File: src/cdr_pkg.sv
// package: constants and types for the character display read/reset block
package cdr_pkg;

  // apb register map
  localparam int CDR_ADDR_W = 8;
  localparam int CDR_DATA_W = 32;
  localparam logic [7:0] CDR_OFF_INSTR = 8'h00;
  localparam logic [7:0] CDR_OFF_DATA = 8'h04;
  localparam logic [7:0] CDR_OFF_STATUS = 8'h08;

  // memory sizes and the space fill code
  localparam int CDR_TEXT_DEPTH = 128;
  localparam int CDR_GLYPH_DEPTH = 64;
  localparam logic [7:0] CDR_SPACE_CODE = 8'h20;

  // values after reset
  localparam logic [6:0] CDR_CNT_RST = 7'h00;
  localparam logic [6:0] CDR_SHIFT_RST = 7'h00;
  localparam logic CDR_INC_RST = 1'b1;
  localparam logic CDR_SHIFT_EN_RST = 1'b0;
  localparam logic CDR_DISP_RST = 1'b0;
  localparam logic CDR_CURSOR_RST = 1'b0;
  localparam logic CDR_BLINK_RST = 1'b0;
  localparam logic CDR_WIDTH_RST = 1'b1;
  localparam logic CDR_LINES_RST = 1'b1;
  localparam logic [1:0] CDR_LUM_RST = 2'h0;

  // instruction prefixes, matched on the leading bits of the byte
  localparam logic [7:0] CDR_CMD_CLEAR = 8'h01;
  localparam logic [6:0] CDR_PFX_HOME = 7'h01;
  localparam logic [5:0] CDR_PFX_ENTRY = 6'h01;
  localparam logic [4:0] CDR_PFX_ONOFF = 5'h01;
  localparam logic [3:0] CDR_PFX_CURS = 4'h1;
  localparam logic [2:0] CDR_PFX_FUNC = 3'h1;
  localparam logic [1:0] CDR_PFX_GSET = 2'h1;

  // instruction field positions
  localparam int CDR_EN_INC = 1;
  localparam int CDR_EN_SHIFT = 0;
  localparam int CDR_OO_DISP = 2;
  localparam int CDR_OO_CURSOR = 1;
  localparam int CDR_OO_BLINK = 0;
  localparam int CDR_CS_DISPLAY = 3;
  localparam int CDR_CS_RIGHT = 2;
  localparam int CDR_FN_WIDTH = 4;
  localparam int CDR_FN_LINES = 3;
  localparam int CDR_FN_LUM = 0;

  // status register field positions
  localparam int CDR_ST_MODE = 0;
  localparam int CDR_ST_DISP = 2;
  localparam int CDR_ST_CURSOR = 3;
  localparam int CDR_ST_BLINK = 4;
  localparam int CDR_ST_INC = 5;
  localparam int CDR_ST_SHIFT_EN = 6;
  localparam int CDR_ST_WIDTH = 7;
  localparam int CDR_ST_LINES = 8;
  localparam int CDR_ST_LUM = 9;
  localparam int CDR_ST_GLYPH = 11;
  localparam int CDR_ST_CLEAR = 12;
  localparam int CDR_ST_OFFSET = 16;

  // host port modes taken from the strap
  typedef enum logic [1:0] {
    CDR_MODE_PAR_A = 2'b00,
    CDR_MODE_PAR_B = 2'b01,
    CDR_MODE_SERIAL = 2'b11
  } cdr_mode_t;

endpackage

File: src/cdr_ram_if.sv
// interface: one write and one read port of a byte-wide RAM
`timescale 1ns/1ns
interface cdr_ram_if #(
  parameter int AW = 7
);
  logic we;
  logic [AW-1:0] waddr;
  logic [7:0] wdata;
  logic [AW-1:0] raddr;
  logic [7:0] rdata;

  modport ctrl (output we, output waddr, output wdata, output raddr,
                input rdata);
  modport mem (input we, input waddr, input wdata, input raddr,
               output rdata);
endinterface

File: src/cdr_text_ram.sv
// module: display text RAM with host port and refresh scan port
`timescale 1ns/1ns
module cdr_text_ram #(
  parameter int DEPTH = 128
)(
  // clock
  input wire logic pclk,
  // host side
  cdr_ram_if.mem bus,
  // refresh scan
  input wire logic [$clog2(DEPTH)-1:0] scan_addr,
  output logic [7:0] scan_char
);
  logic [7:0] mem [DEPTH];
  logic [7:0] scan_q;

  // no reset on the array; the control side sweeps it with spaces
  always_ff @(posedge pclk)
  begin
    if (bus.we)
      mem[bus.waddr] <= bus.wdata;
    scan_q <= mem[scan_addr];
  end

  assign bus.rdata = mem[bus.raddr];
  assign scan_char = scan_q;
endmodule

File: src/cdr_glyph_ram.sv
// module: glyph pattern RAM with host port and font row port
`timescale 1ns/1ns
module cdr_glyph_ram #(
  parameter int DEPTH = 64
)(
  // clock
  input wire logic pclk,
  // host side
  cdr_ram_if.mem bus,
  // font fetch
  input wire logic [$clog2(DEPTH)-1:0] row_addr,
  output logic [7:0] row_data
);
  logic [7:0] mem [DEPTH];
  logic [7:0] row_q;

  // contents are undefined until software loads them
  always_ff @(posedge pclk)
  begin
    if (bus.we)
      mem[bus.waddr] <= bus.wdata;
    row_q <= mem[row_addr];
  end

  assign bus.rdata = mem[bus.raddr];
  assign row_data = row_q;
endmodule

File: src/cdr_top.sv
// module: host instruction port, counter, RAM access and reset state
`timescale 1ns/1ns
module cdr_top
  import cdr_pkg::*;
#(
  parameter int TEXT_DEPTH = CDR_TEXT_DEPTH,
  parameter int GLYPH_DEPTH = CDR_GLYPH_DEPTH
)(
  // clock and reset
  input wire logic pclk,
  input wire logic presetn,
  // apb slave
  input wire logic psel,
  input wire logic penable,
  input wire logic pwrite,
  input wire logic [CDR_ADDR_W-1:0] paddr,
  input wire logic [CDR_DATA_W-1:0] pwdata,
  output logic [CDR_DATA_W-1:0] prdata,
  output logic pready,
  output logic pslverr,
  // static strap
  input wire logic [1:0] host_mode_strap,
  // refresh and font fetch
  input wire logic [$clog2(TEXT_DEPTH)-1:0] scan_addr,
  output logic [7:0] scan_char,
  input wire logic [$clog2(GLYPH_DEPTH)-1:0] glyph_row_addr,
  output logic [7:0] glyph_row_data,
  // display settings
  output logic display_on,
  output logic cursor_on,
  output logic blink_en,
  output logic display_lines,
  output logic [1:0] luminance_level,
  output logic [6:0] shift_offset,
  output logic [6:0] cursor_addr
);
  localparam int TAW = $clog2(TEXT_DEPTH);
  localparam int GAW = $clog2(GLYPH_DEPTH);
  localparam logic [TAW-1:0] TEXT_LAST = TAW'(TEXT_DEPTH - 1);

  if (TEXT_DEPTH < 2 || TEXT_DEPTH > CDR_TEXT_DEPTH ||
      (TEXT_DEPTH & (TEXT_DEPTH - 1)) != 0)
  begin : g_bad_text
    $error("text depth must be a power of two from 2 to 128");
  end
  if (GLYPH_DEPTH < 2 || GLYPH_DEPTH > CDR_GLYPH_DEPTH ||
      (GLYPH_DEPTH & (GLYPH_DEPTH - 1)) != 0)
  begin : g_bad_glyph
    $error("glyph depth must be a power of two from 2 to 64");
  end

  // step the counter; glyph addressing stays inside six bits
  function automatic logic [6:0] cnt_step(input logic [6:0] v,
                                          input logic up,
                                          input logic narrow);
    logic [6:0] n;
    n = up ? 7'(v + 7'h01) : 7'(v - 7'h01);
    if (narrow)
      n[6] = 1'b0;
    return n;
  endfunction

  cdr_ram_if #(.AW(TAW)) text_bus ();
  cdr_ram_if #(.AW(GAW)) glyph_bus ();

  // control state
  logic [6:0] addr_cnt_q;
  logic [6:0] addr_cnt_d;
  logic [6:0] shift_q;
  logic [6:0] shift_d;
  logic sel_glyph_q;
  logic sel_glyph_d;
  logic inc_q;
  logic inc_d;
  logic shift_en_q;
  logic shift_en_d;
  logic disp_q;
  logic disp_d;
  logic cursor_q;
  logic cursor_d;
  logic blink_q;
  logic blink_d;
  logic bus_width_q;
  logic bus_width_d;
  logic lines_q;
  logic lines_d;
  logic [1:0] lum_q;
  logic [1:0] lum_d;
  logic start_clear;
  // fill sweep
  logic clr_busy_q;
  logic [TAW-1:0] clr_idx_q;
  // bus and nibble state
  logic ready_q;
  logic [CDR_DATA_W-1:0] prdata_q;
  logic nib_low_q;
  logic [3:0] nib_q;
  cdr_mode_t host_mode_q;
  logic strap_taken_q;
  logic [CDR_DATA_W-1:0] status_word;

  // apb decode
  wire hit_instr = paddr == CDR_OFF_INSTR;
  wire hit_data = paddr == CDR_OFF_DATA;
  wire hit_status = paddr == CDR_OFF_STATUS;
  wire unmapped = ~(hit_instr | hit_data | hit_status);
  // the sweep stalls every transfer so no access sees a half-filled RAM
  wire acc_wait = psel & penable & ~ready_q & ~clr_busy_q;
  wire done = psel & penable & ready_q;

  wire nib_mode = (host_mode_q != CDR_MODE_SERIAL) & ~bus_width_q;
  wire byte_end = ~nib_mode | nib_low_q;
  wire port_acc = done & (hit_instr | hit_data);
  wire [7:0] wr_byte = nib_mode ? {nib_q, pwdata[7:4]} : pwdata[7:0];
  wire exec_cmd = port_acc & hit_instr & pwrite & byte_end;
  wire exec_wr = port_acc & hit_data & pwrite & byte_end;
  wire exec_rd = port_acc & hit_data & ~pwrite & byte_end;

  // instruction class, leading one decides
  wire is_dset = wr_byte[7];
  wire is_gset = wr_byte[7:6] == CDR_PFX_GSET;
  wire is_func = wr_byte[7:5] == CDR_PFX_FUNC;
  wire is_curs = wr_byte[7:4] == CDR_PFX_CURS;
  wire is_onoff = wr_byte[7:3] == CDR_PFX_ONOFF;
  wire is_entry = wr_byte[7:2] == CDR_PFX_ENTRY;
  wire is_home = wr_byte[7:1] == CDR_PFX_HOME;
  wire is_clear = wr_byte == CDR_CMD_CLEAR;

  wire [7:0] ram_byte = sel_glyph_q ? glyph_bus.rdata : text_bus.rdata;
  wire [7:0] cnt_byte = {1'b0, addr_cnt_q};
  wire [7:0] port_byte = hit_data ? ram_byte : cnt_byte;
  wire [7:0] port_hi = {port_byte[7:4], 4'h0};
  wire [7:0] port_lo = {port_byte[3:0], 4'h0};
  wire [7:0] port_rd = ~nib_mode ? port_byte : nib_low_q ? port_lo : port_hi;
  wire [CDR_DATA_W-1:0] rd_word =
    hit_status ? status_word :
    unmapped ? '0 : {24'h0, port_rd};

  always_comb
  begin
    status_word = '0;
    status_word[CDR_ST_MODE +: 2] = host_mode_q;
    status_word[CDR_ST_DISP] = disp_q;
    status_word[CDR_ST_CURSOR] = cursor_q;
    status_word[CDR_ST_BLINK] = blink_q;
    status_word[CDR_ST_INC] = inc_q;
    status_word[CDR_ST_SHIFT_EN] = shift_en_q;
    status_word[CDR_ST_WIDTH] = bus_width_q;
    status_word[CDR_ST_LINES] = lines_q;
    status_word[CDR_ST_LUM +: 2] = lum_q;
    status_word[CDR_ST_GLYPH] = sel_glyph_q;
    status_word[CDR_ST_CLEAR] = clr_busy_q;
    status_word[CDR_ST_OFFSET +: 7] = shift_q;
  end

  // instruction and data execution
  always_comb
  begin
    addr_cnt_d = addr_cnt_q;
    shift_d = shift_q;
    sel_glyph_d = sel_glyph_q;
    inc_d = inc_q;
    shift_en_d = shift_en_q;
    disp_d = disp_q;
    cursor_d = cursor_q;
    blink_d = blink_q;
    bus_width_d = bus_width_q;
    lines_d = lines_q;
    lum_d = lum_q;
    start_clear = 1'b0;
    if (exec_cmd)
    begin
      if (is_dset)
      begin
        addr_cnt_d = wr_byte[6:0];
        sel_glyph_d = 1'b0;
      end
      else if (is_gset)
      begin
        addr_cnt_d = {1'b0, wr_byte[5:0]};
        sel_glyph_d = 1'b1;
      end
      else if (is_func)
      begin
        bus_width_d = wr_byte[CDR_FN_WIDTH];
        lines_d = wr_byte[CDR_FN_LINES];
        lum_d = wr_byte[CDR_FN_LUM +: 2];
      end
      else if (is_curs)
      begin
        addr_cnt_d = cnt_step(addr_cnt_q, wr_byte[CDR_CS_RIGHT], 1'b0);
        sel_glyph_d = 1'b0;
        // a left shift raises the offset, a right shift lowers it
        if (wr_byte[CDR_CS_DISPLAY])
          shift_d = cnt_step(shift_q, ~wr_byte[CDR_CS_RIGHT], 1'b0);
      end
      else if (is_onoff)
      begin
        disp_d = wr_byte[CDR_OO_DISP];
        cursor_d = wr_byte[CDR_OO_CURSOR];
        blink_d = wr_byte[CDR_OO_BLINK];
      end
      else if (is_entry)
      begin
        inc_d = wr_byte[CDR_EN_INC];
        shift_en_d = wr_byte[CDR_EN_SHIFT];
      end
      else if (is_home)
      begin
        addr_cnt_d = CDR_CNT_RST;
        shift_d = CDR_SHIFT_RST;
        sel_glyph_d = 1'b0;
      end
      else if (is_clear)
      begin
        addr_cnt_d = CDR_CNT_RST;
        shift_d = CDR_SHIFT_RST;
        inc_d = CDR_INC_RST;
        sel_glyph_d = 1'b0;
        start_clear = 1'b1;
      end
    end
    if (exec_wr)
    begin
      addr_cnt_d = cnt_step(addr_cnt_q, inc_q, sel_glyph_q);
      if (~sel_glyph_q & shift_en_q)
        shift_d = cnt_step(shift_q, inc_q, 1'b0);
    end
    if (exec_rd)
      addr_cnt_d = cnt_step(addr_cnt_q, inc_q, sel_glyph_q);
  end

  always_ff @(posedge pclk or negedge presetn)
  begin
    if (!presetn)
    begin
      addr_cnt_q <= CDR_CNT_RST;
      shift_q <= CDR_SHIFT_RST;
      sel_glyph_q <= 1'b0;
      inc_q <= CDR_INC_RST;
      shift_en_q <= CDR_SHIFT_EN_RST;
      disp_q <= CDR_DISP_RST;
      cursor_q <= CDR_CURSOR_RST;
      blink_q <= CDR_BLINK_RST;
      bus_width_q <= CDR_WIDTH_RST;
      lines_q <= CDR_LINES_RST;
      lum_q <= CDR_LUM_RST;
    end
    else
    begin
      addr_cnt_q <= addr_cnt_d;
      shift_q <= shift_d;
      sel_glyph_q <= sel_glyph_d;
      inc_q <= inc_d;
      shift_en_q <= shift_en_d;
      disp_q <= disp_d;
      cursor_q <= cursor_d;
      blink_q <= blink_d;
      bus_width_q <= bus_width_d;
      lines_q <= lines_d;
      lum_q <= lum_d;
    end
  end

  always_ff @(posedge pclk or negedge presetn)
  begin
    if (!presetn)
    begin
      clr_busy_q <= 1'b1;
      clr_idx_q <= '0;
    end
    else if (clr_busy_q)
    begin
      clr_idx_q <= TAW'(clr_idx_q + 1'b1);
      if (clr_idx_q == TEXT_LAST)
        clr_busy_q <= 1'b0;
    end
    else if (start_clear)
    begin
      clr_busy_q <= 1'b1;
      clr_idx_q <= '0;
    end
  end

  always_ff @(posedge pclk or negedge presetn)
  begin
    if (!presetn)
    begin
      host_mode_q <= CDR_MODE_PAR_A;
      strap_taken_q <= 1'b0;
    end
    else if (!strap_taken_q)
    begin
      strap_taken_q <= 1'b1;
      // the unused code falls back to the shipped mode
      case (host_mode_strap)
        2'b01: host_mode_q <= CDR_MODE_PAR_B;
        2'b11: host_mode_q <= CDR_MODE_SERIAL;
        default: host_mode_q <= CDR_MODE_PAR_A;
      endcase
    end
  end

  always_ff @(posedge pclk or negedge presetn)
  begin
    if (!presetn)
    begin
      nib_low_q <= 1'b0;
      nib_q <= 4'h0;
    end
    else if (!nib_mode)
      nib_low_q <= 1'b0;
    else if (port_acc)
    begin
      nib_low_q <= ~nib_low_q;
      if (pwrite & ~nib_low_q)
        nib_q <= pwdata[7:4];
    end
  end

  // one wait state: read data is sampled before any side effect lands
  always_ff @(posedge pclk or negedge presetn)
  begin
    if (!presetn)
    begin
      ready_q <= 1'b0;
      prdata_q <= '0;
    end
    else
    begin
      ready_q <= acc_wait;
      if (acc_wait)
        prdata_q <= rd_word;
    end
  end

  // RAM hookup
  assign text_bus.we = clr_busy_q | (exec_wr & ~sel_glyph_q);
  assign text_bus.waddr = clr_busy_q ? clr_idx_q : addr_cnt_q[TAW-1:0];
  assign text_bus.wdata = clr_busy_q ? CDR_SPACE_CODE : wr_byte;
  assign text_bus.raddr = addr_cnt_q[TAW-1:0];
  assign glyph_bus.we = exec_wr & sel_glyph_q;
  assign glyph_bus.waddr = addr_cnt_q[GAW-1:0];
  assign glyph_bus.wdata = wr_byte;
  assign glyph_bus.raddr = addr_cnt_q[GAW-1:0];

  cdr_text_ram #(.DEPTH(TEXT_DEPTH)) u_text (
    .pclk(pclk),
    .bus(text_bus),
    .scan_addr(scan_addr),
    .scan_char(scan_char)
  );

  cdr_glyph_ram #(.DEPTH(GLYPH_DEPTH)) u_glyph (
    .pclk(pclk),
    .bus(glyph_bus),
    .row_addr(glyph_row_addr),
    .row_data(glyph_row_data)
  );

  // outputs
  assign prdata = prdata_q;
  assign pready = ready_q;
  assign pslverr = ready_q & unmapped;
  assign display_on = disp_q;
  assign cursor_on = cursor_q;
  assign blink_en = blink_q;
  assign display_lines = lines_q;
  assign luminance_level = lum_q;
  assign shift_offset = shift_q;
  assign cursor_addr = addr_cnt_q;
endmodule

File: config.mk
export PLATFORM = sky130hd
export DESIGN_NAME = cdr_top
export DESIGN_NICKNAME = d
export VERILOG_FILES = /design/src/cdr_pkg.sv /design/src/cdr_ram_if.sv /design/src/cdr_text_ram.sv /design/src/cdr_glyph_ram.sv /design/src/cdr_top.sv
export SDC_FILE = /design/constraint.sdc
export NUM_CORES = 2
export LEC_CHECK = 0
export ABC_AREA = 1
export BUFFER_PORTS_ARGS = -buffer_cell sky130_fd_sc_hd__buf_2
export CELL_PAD_IN_SITES_DETAIL_PLACEMENT = 1
export CELL_PAD_IN_SITES_GLOBAL_PLACEMENT = 1
export CORE_MARGIN = 5
export CORE_UTILIZATION = 47
export CTS_CLUSTER_SIZE = 14
export DETAILED_ROUTE_END_ITERATION = 6
export PLACE_DENSITY_LB_ADDON = 0.1
export SLEW_MARGIN = 15
export SYNTH_ARGS = -nofsm -noshare
export SYNTH_HDL_FRONTEND = slang
export SYNTH_SLANG_ARGS = --single-unit
File: constraint.sdc
create_clock -name pclk -period 7.3 [get_ports pclk]
set_input_delay 1.46 -clock pclk [delete_from_list [all_inputs] [get_ports pclk]]
set_output_delay 1.46 -clock pclk [all_outputs]
set_load 0.01 [all_outputs]
==> flow_summary_export.csv <==
group,metric,value,unit
critical_path,worstPathRequired,7.98,ns
routing,wl_per_cell,27.9,µm
critical_path,worstPathArrival,5.64,ns
die,dieArea,0.185,mm²
global_routing,grt_pass1_vias,73300,
die,core_region_area,0.176,mm²
timing,rsz0062_at_grt,"false",
pwr,leakage,35.9,nW
cts,post_cts_buffers,0,
run_status,status,"complete, no violations",
routing,ant_nets,0,
synth,async_reset_ff_frac,0.0378,
place,place_congestion,0.878,
timing,fin_crit,4.95,ns
finish,fin_nets,9275,
routing,routed_wirelength,327,mm
routing,drt_iter0_markers,7350,
timing,setup_ws,2.35,ns
global_routing,grt_max_degree,179,
die,die_h,430,µm
critical_path,crit_buf_inv,3,
synth,netlist_area,0.0830,mm²
timing,finalSetupViolCount,0,
timing,finalCritPeriodShare,0.679,
critical_path,end_kind,"register",
synth,yosysWarnings,0,
die,start_util,0.472,
worst_hold_path,hold_path_class,"reg2reg",
cts,root_buffer,"clkbuf_16",
timing,tns,0,ns
cts,htree_levels,4,
cts,cts_resized,0,
synth,synth.avg_cell_area,8.76,µm²
routing,firstDrtPassIters,5,
place,numPortBuffers,93,
pwr,power,0.0206,W
timing,tightestPinTransition,1.30,ns
timing,finalHoldViolations,0,
critical_path,path_cells,"inv_8, buf_12, buf_4, o21ai_0, nand2_1, o21ai_1, nand2_1, nor2_1, nand3_1, nand3_1, nand2_1, nand3_1, o211ai_1",
synth,synth_edf_count,1536,
cts,postCtsHoldBufs,0,
cts,clk_pin_slew,0.06,ns
critical_path,slowest_delay,0.97,ns
routing,viasPerCell,6.15,
global_routing,overflow,0,
synth,yosys_register_bits,1613,
routing,vias,72000,
synth,synth.distinct_cells,57,
critical_path,path_delay_family,"simple AND/OR/NAND/NOR gates",
critical_path,critPathKind,"reg2reg",
pwr,peakVddDrop,0.257,mV
finish,final_common_cell,"nand2_1",
die,pin_count,130,
global_routing,grtUsageTotal,0.342,
cts,clock_sinks,1613,
die,num_rows,154,
timing,slew_viol_final,0,
finish,synthToLayoutAreaGrowth,8.98,%
cts,cts_inserted_buffers,181,
die,chipWidth,430,µm
finish,final_cell_mix,"2829 x nand2_1, 1536 x edfxtp_1, 1442 x o21ai_0",
pwr,powerDensity,228,mW/mm²
finish,multi_input_area,0.0296,mm²
finish,fin_util,0.514,
cts,cts_tree,"built",
run,cap_violations,0,
synth,syn_inst,9470,
timing,relSlewSlack,0.126,
global_routing,grt_pass1_wl,475,mm
finish,fill_cells,20300,
global_routing,antenna_found_initial,13,
timing,fin_skew,0.0397,ns
routing,drc,0,
critical_path,cp_slowest_cell,"dfrtp_4",
place,dp_hpwl,200,mm
finish,seq_area,0.0480,mm²
critical_path,start_kind,"register",
synth,synth_ff_type,"edfxtp_1",
synth,yosysSeqAreaShare,0.578,
critical_path,cp_max_fo,131,
timing,max_freq,202,MHz
place,pre_cts_slack,1.90,ns
cts,clock_path_buffers,3,
finish,drive_above_1_share,0.0632,
cts,insertion_delay,0.84,ns
report_power, final:
part / switching (W) / internal [W] / total [W]
Clock: 0.00390 / 0.00527 / 0.00917
Sequential: 0.00000945 / 0.0102 / 0.0102
Combinational: 0.000968 / 0.000257 / 0.00122
Total: 0.00488 / 0.0157 / 0.0206
synth_stat cells (all sizes together) (5+ instances only):
library cell,instances,area [µm²]
nor3,20,110
o311ai,24,210
xor2,20,175
nand2,2851,10800
o211ai,82,631
nor2,914,3470
o31ai,19,143
or2,34,213
edfxtp,1536,46100
buf,371,2140
o22ai,97,607
dfxtp,16,320
nand3,321,1620
o221ai,60,526
a21oi,537,2690
a211oi,49,368
ha,5,62.6
o21ai,1501,7560
inv,619,2320
dfrtp,57,1430
clkinv,8,30.0
clkbuf,296,1110
path summary, 6_finish.rpt:
| kind | startpoint | depth (start not counted) | slack [ns] | end |
|---|---|---|---|---|
| max | cursor_addr[0] | 13 | 2.35 | prdata[0] |
| min | prdata[18] | 2 | 0.49 | prdata[18] |
| max reg2reg | cursor_addr[0] | 13 | 2.35 | prdata[0] |
| min reg2reg | prdata[18] | 2 | 0.49 | prdata[18] |
| max in group asynchronous | presetn | 2 | 5.82 | cursor_addr[1] |
| min in group asynchronous | presetn | 2 | 0.83 | nib_q[0] |
cells by family (layout without fill, tap and decap cells):
| logic type | Yosys count | count (layout) | share of synthesized area |
|---|---|---|---|
| DFF | 1613 | 1613 | 0.578 |
| other | 2 | 15 | 0.0000905 |
| AOI/OAI and AO/OA | 2388 | 2388 | 0.155 |
| and+or+nand+nor | 4146 | 4146 | 0.196 |
| adders and majority gates | 5 | 5 | 0.000754 |
| buffers and inverters | 1294 | 1174 | 0.0676 |
| xor gates and xnor gates | 22 | 22 | 0.00232 |
through the flow:
step	cell area [µm²]	hold WS [ns]	cells
finish	90500	0.489	11700
global route	90400	0.499	11700
floorplan	83000	0.449	9481
detailed placement	84600	0.476	11400
CTS	90400	0.492	11700
global placement	84600	0.460	11400
layout make-up:
class | instances | share of cell area
Timing Repair Buffer | 213 | 0.0190
Sequential cell | 1613 | 0.531
Tap cell | 2340 | 0.0324
Clock inverter | 103 | 0.0101
Inverter | 627 | 0.0265
Multi-Input combinational cell | 6574 | 0.327
Antenna cell | 2 | 0.0000553
Clock buffer | 231 | 0.0543
layer usage:
| layer | global-route usage | wire length (µm) |
|---|---|---|
| met4 | 0.198 | 21800 |
| met1 | 0.442 | 129000 |
| met3 | 0.0552 | 25000 |
| met2 | 0.547 | 151000 |
| met5 | 0 | 62 |
registers in the layout, summed over array words and instances (netlist names), 7 cells and up:
signal and flops:
u_text.mem 1024, u_glyph.mem 512, prdata 20, u_glyph.row_data 8, u_text.scan_char 8, clr_idx_q 7, cursor_addr 7, shift_offset 7
worst reg2reg max path, delay by kind of cell, from the launching register on:
kind                   cells  cell delay, ns
AOI/OAI and AO/OA          3            0.68
DFF                        1            0.97
and+or+nand+nor            7            1.74
buffers and inverters      3            1.42
No activity file was read; power rests on OpenSTA's default activity.
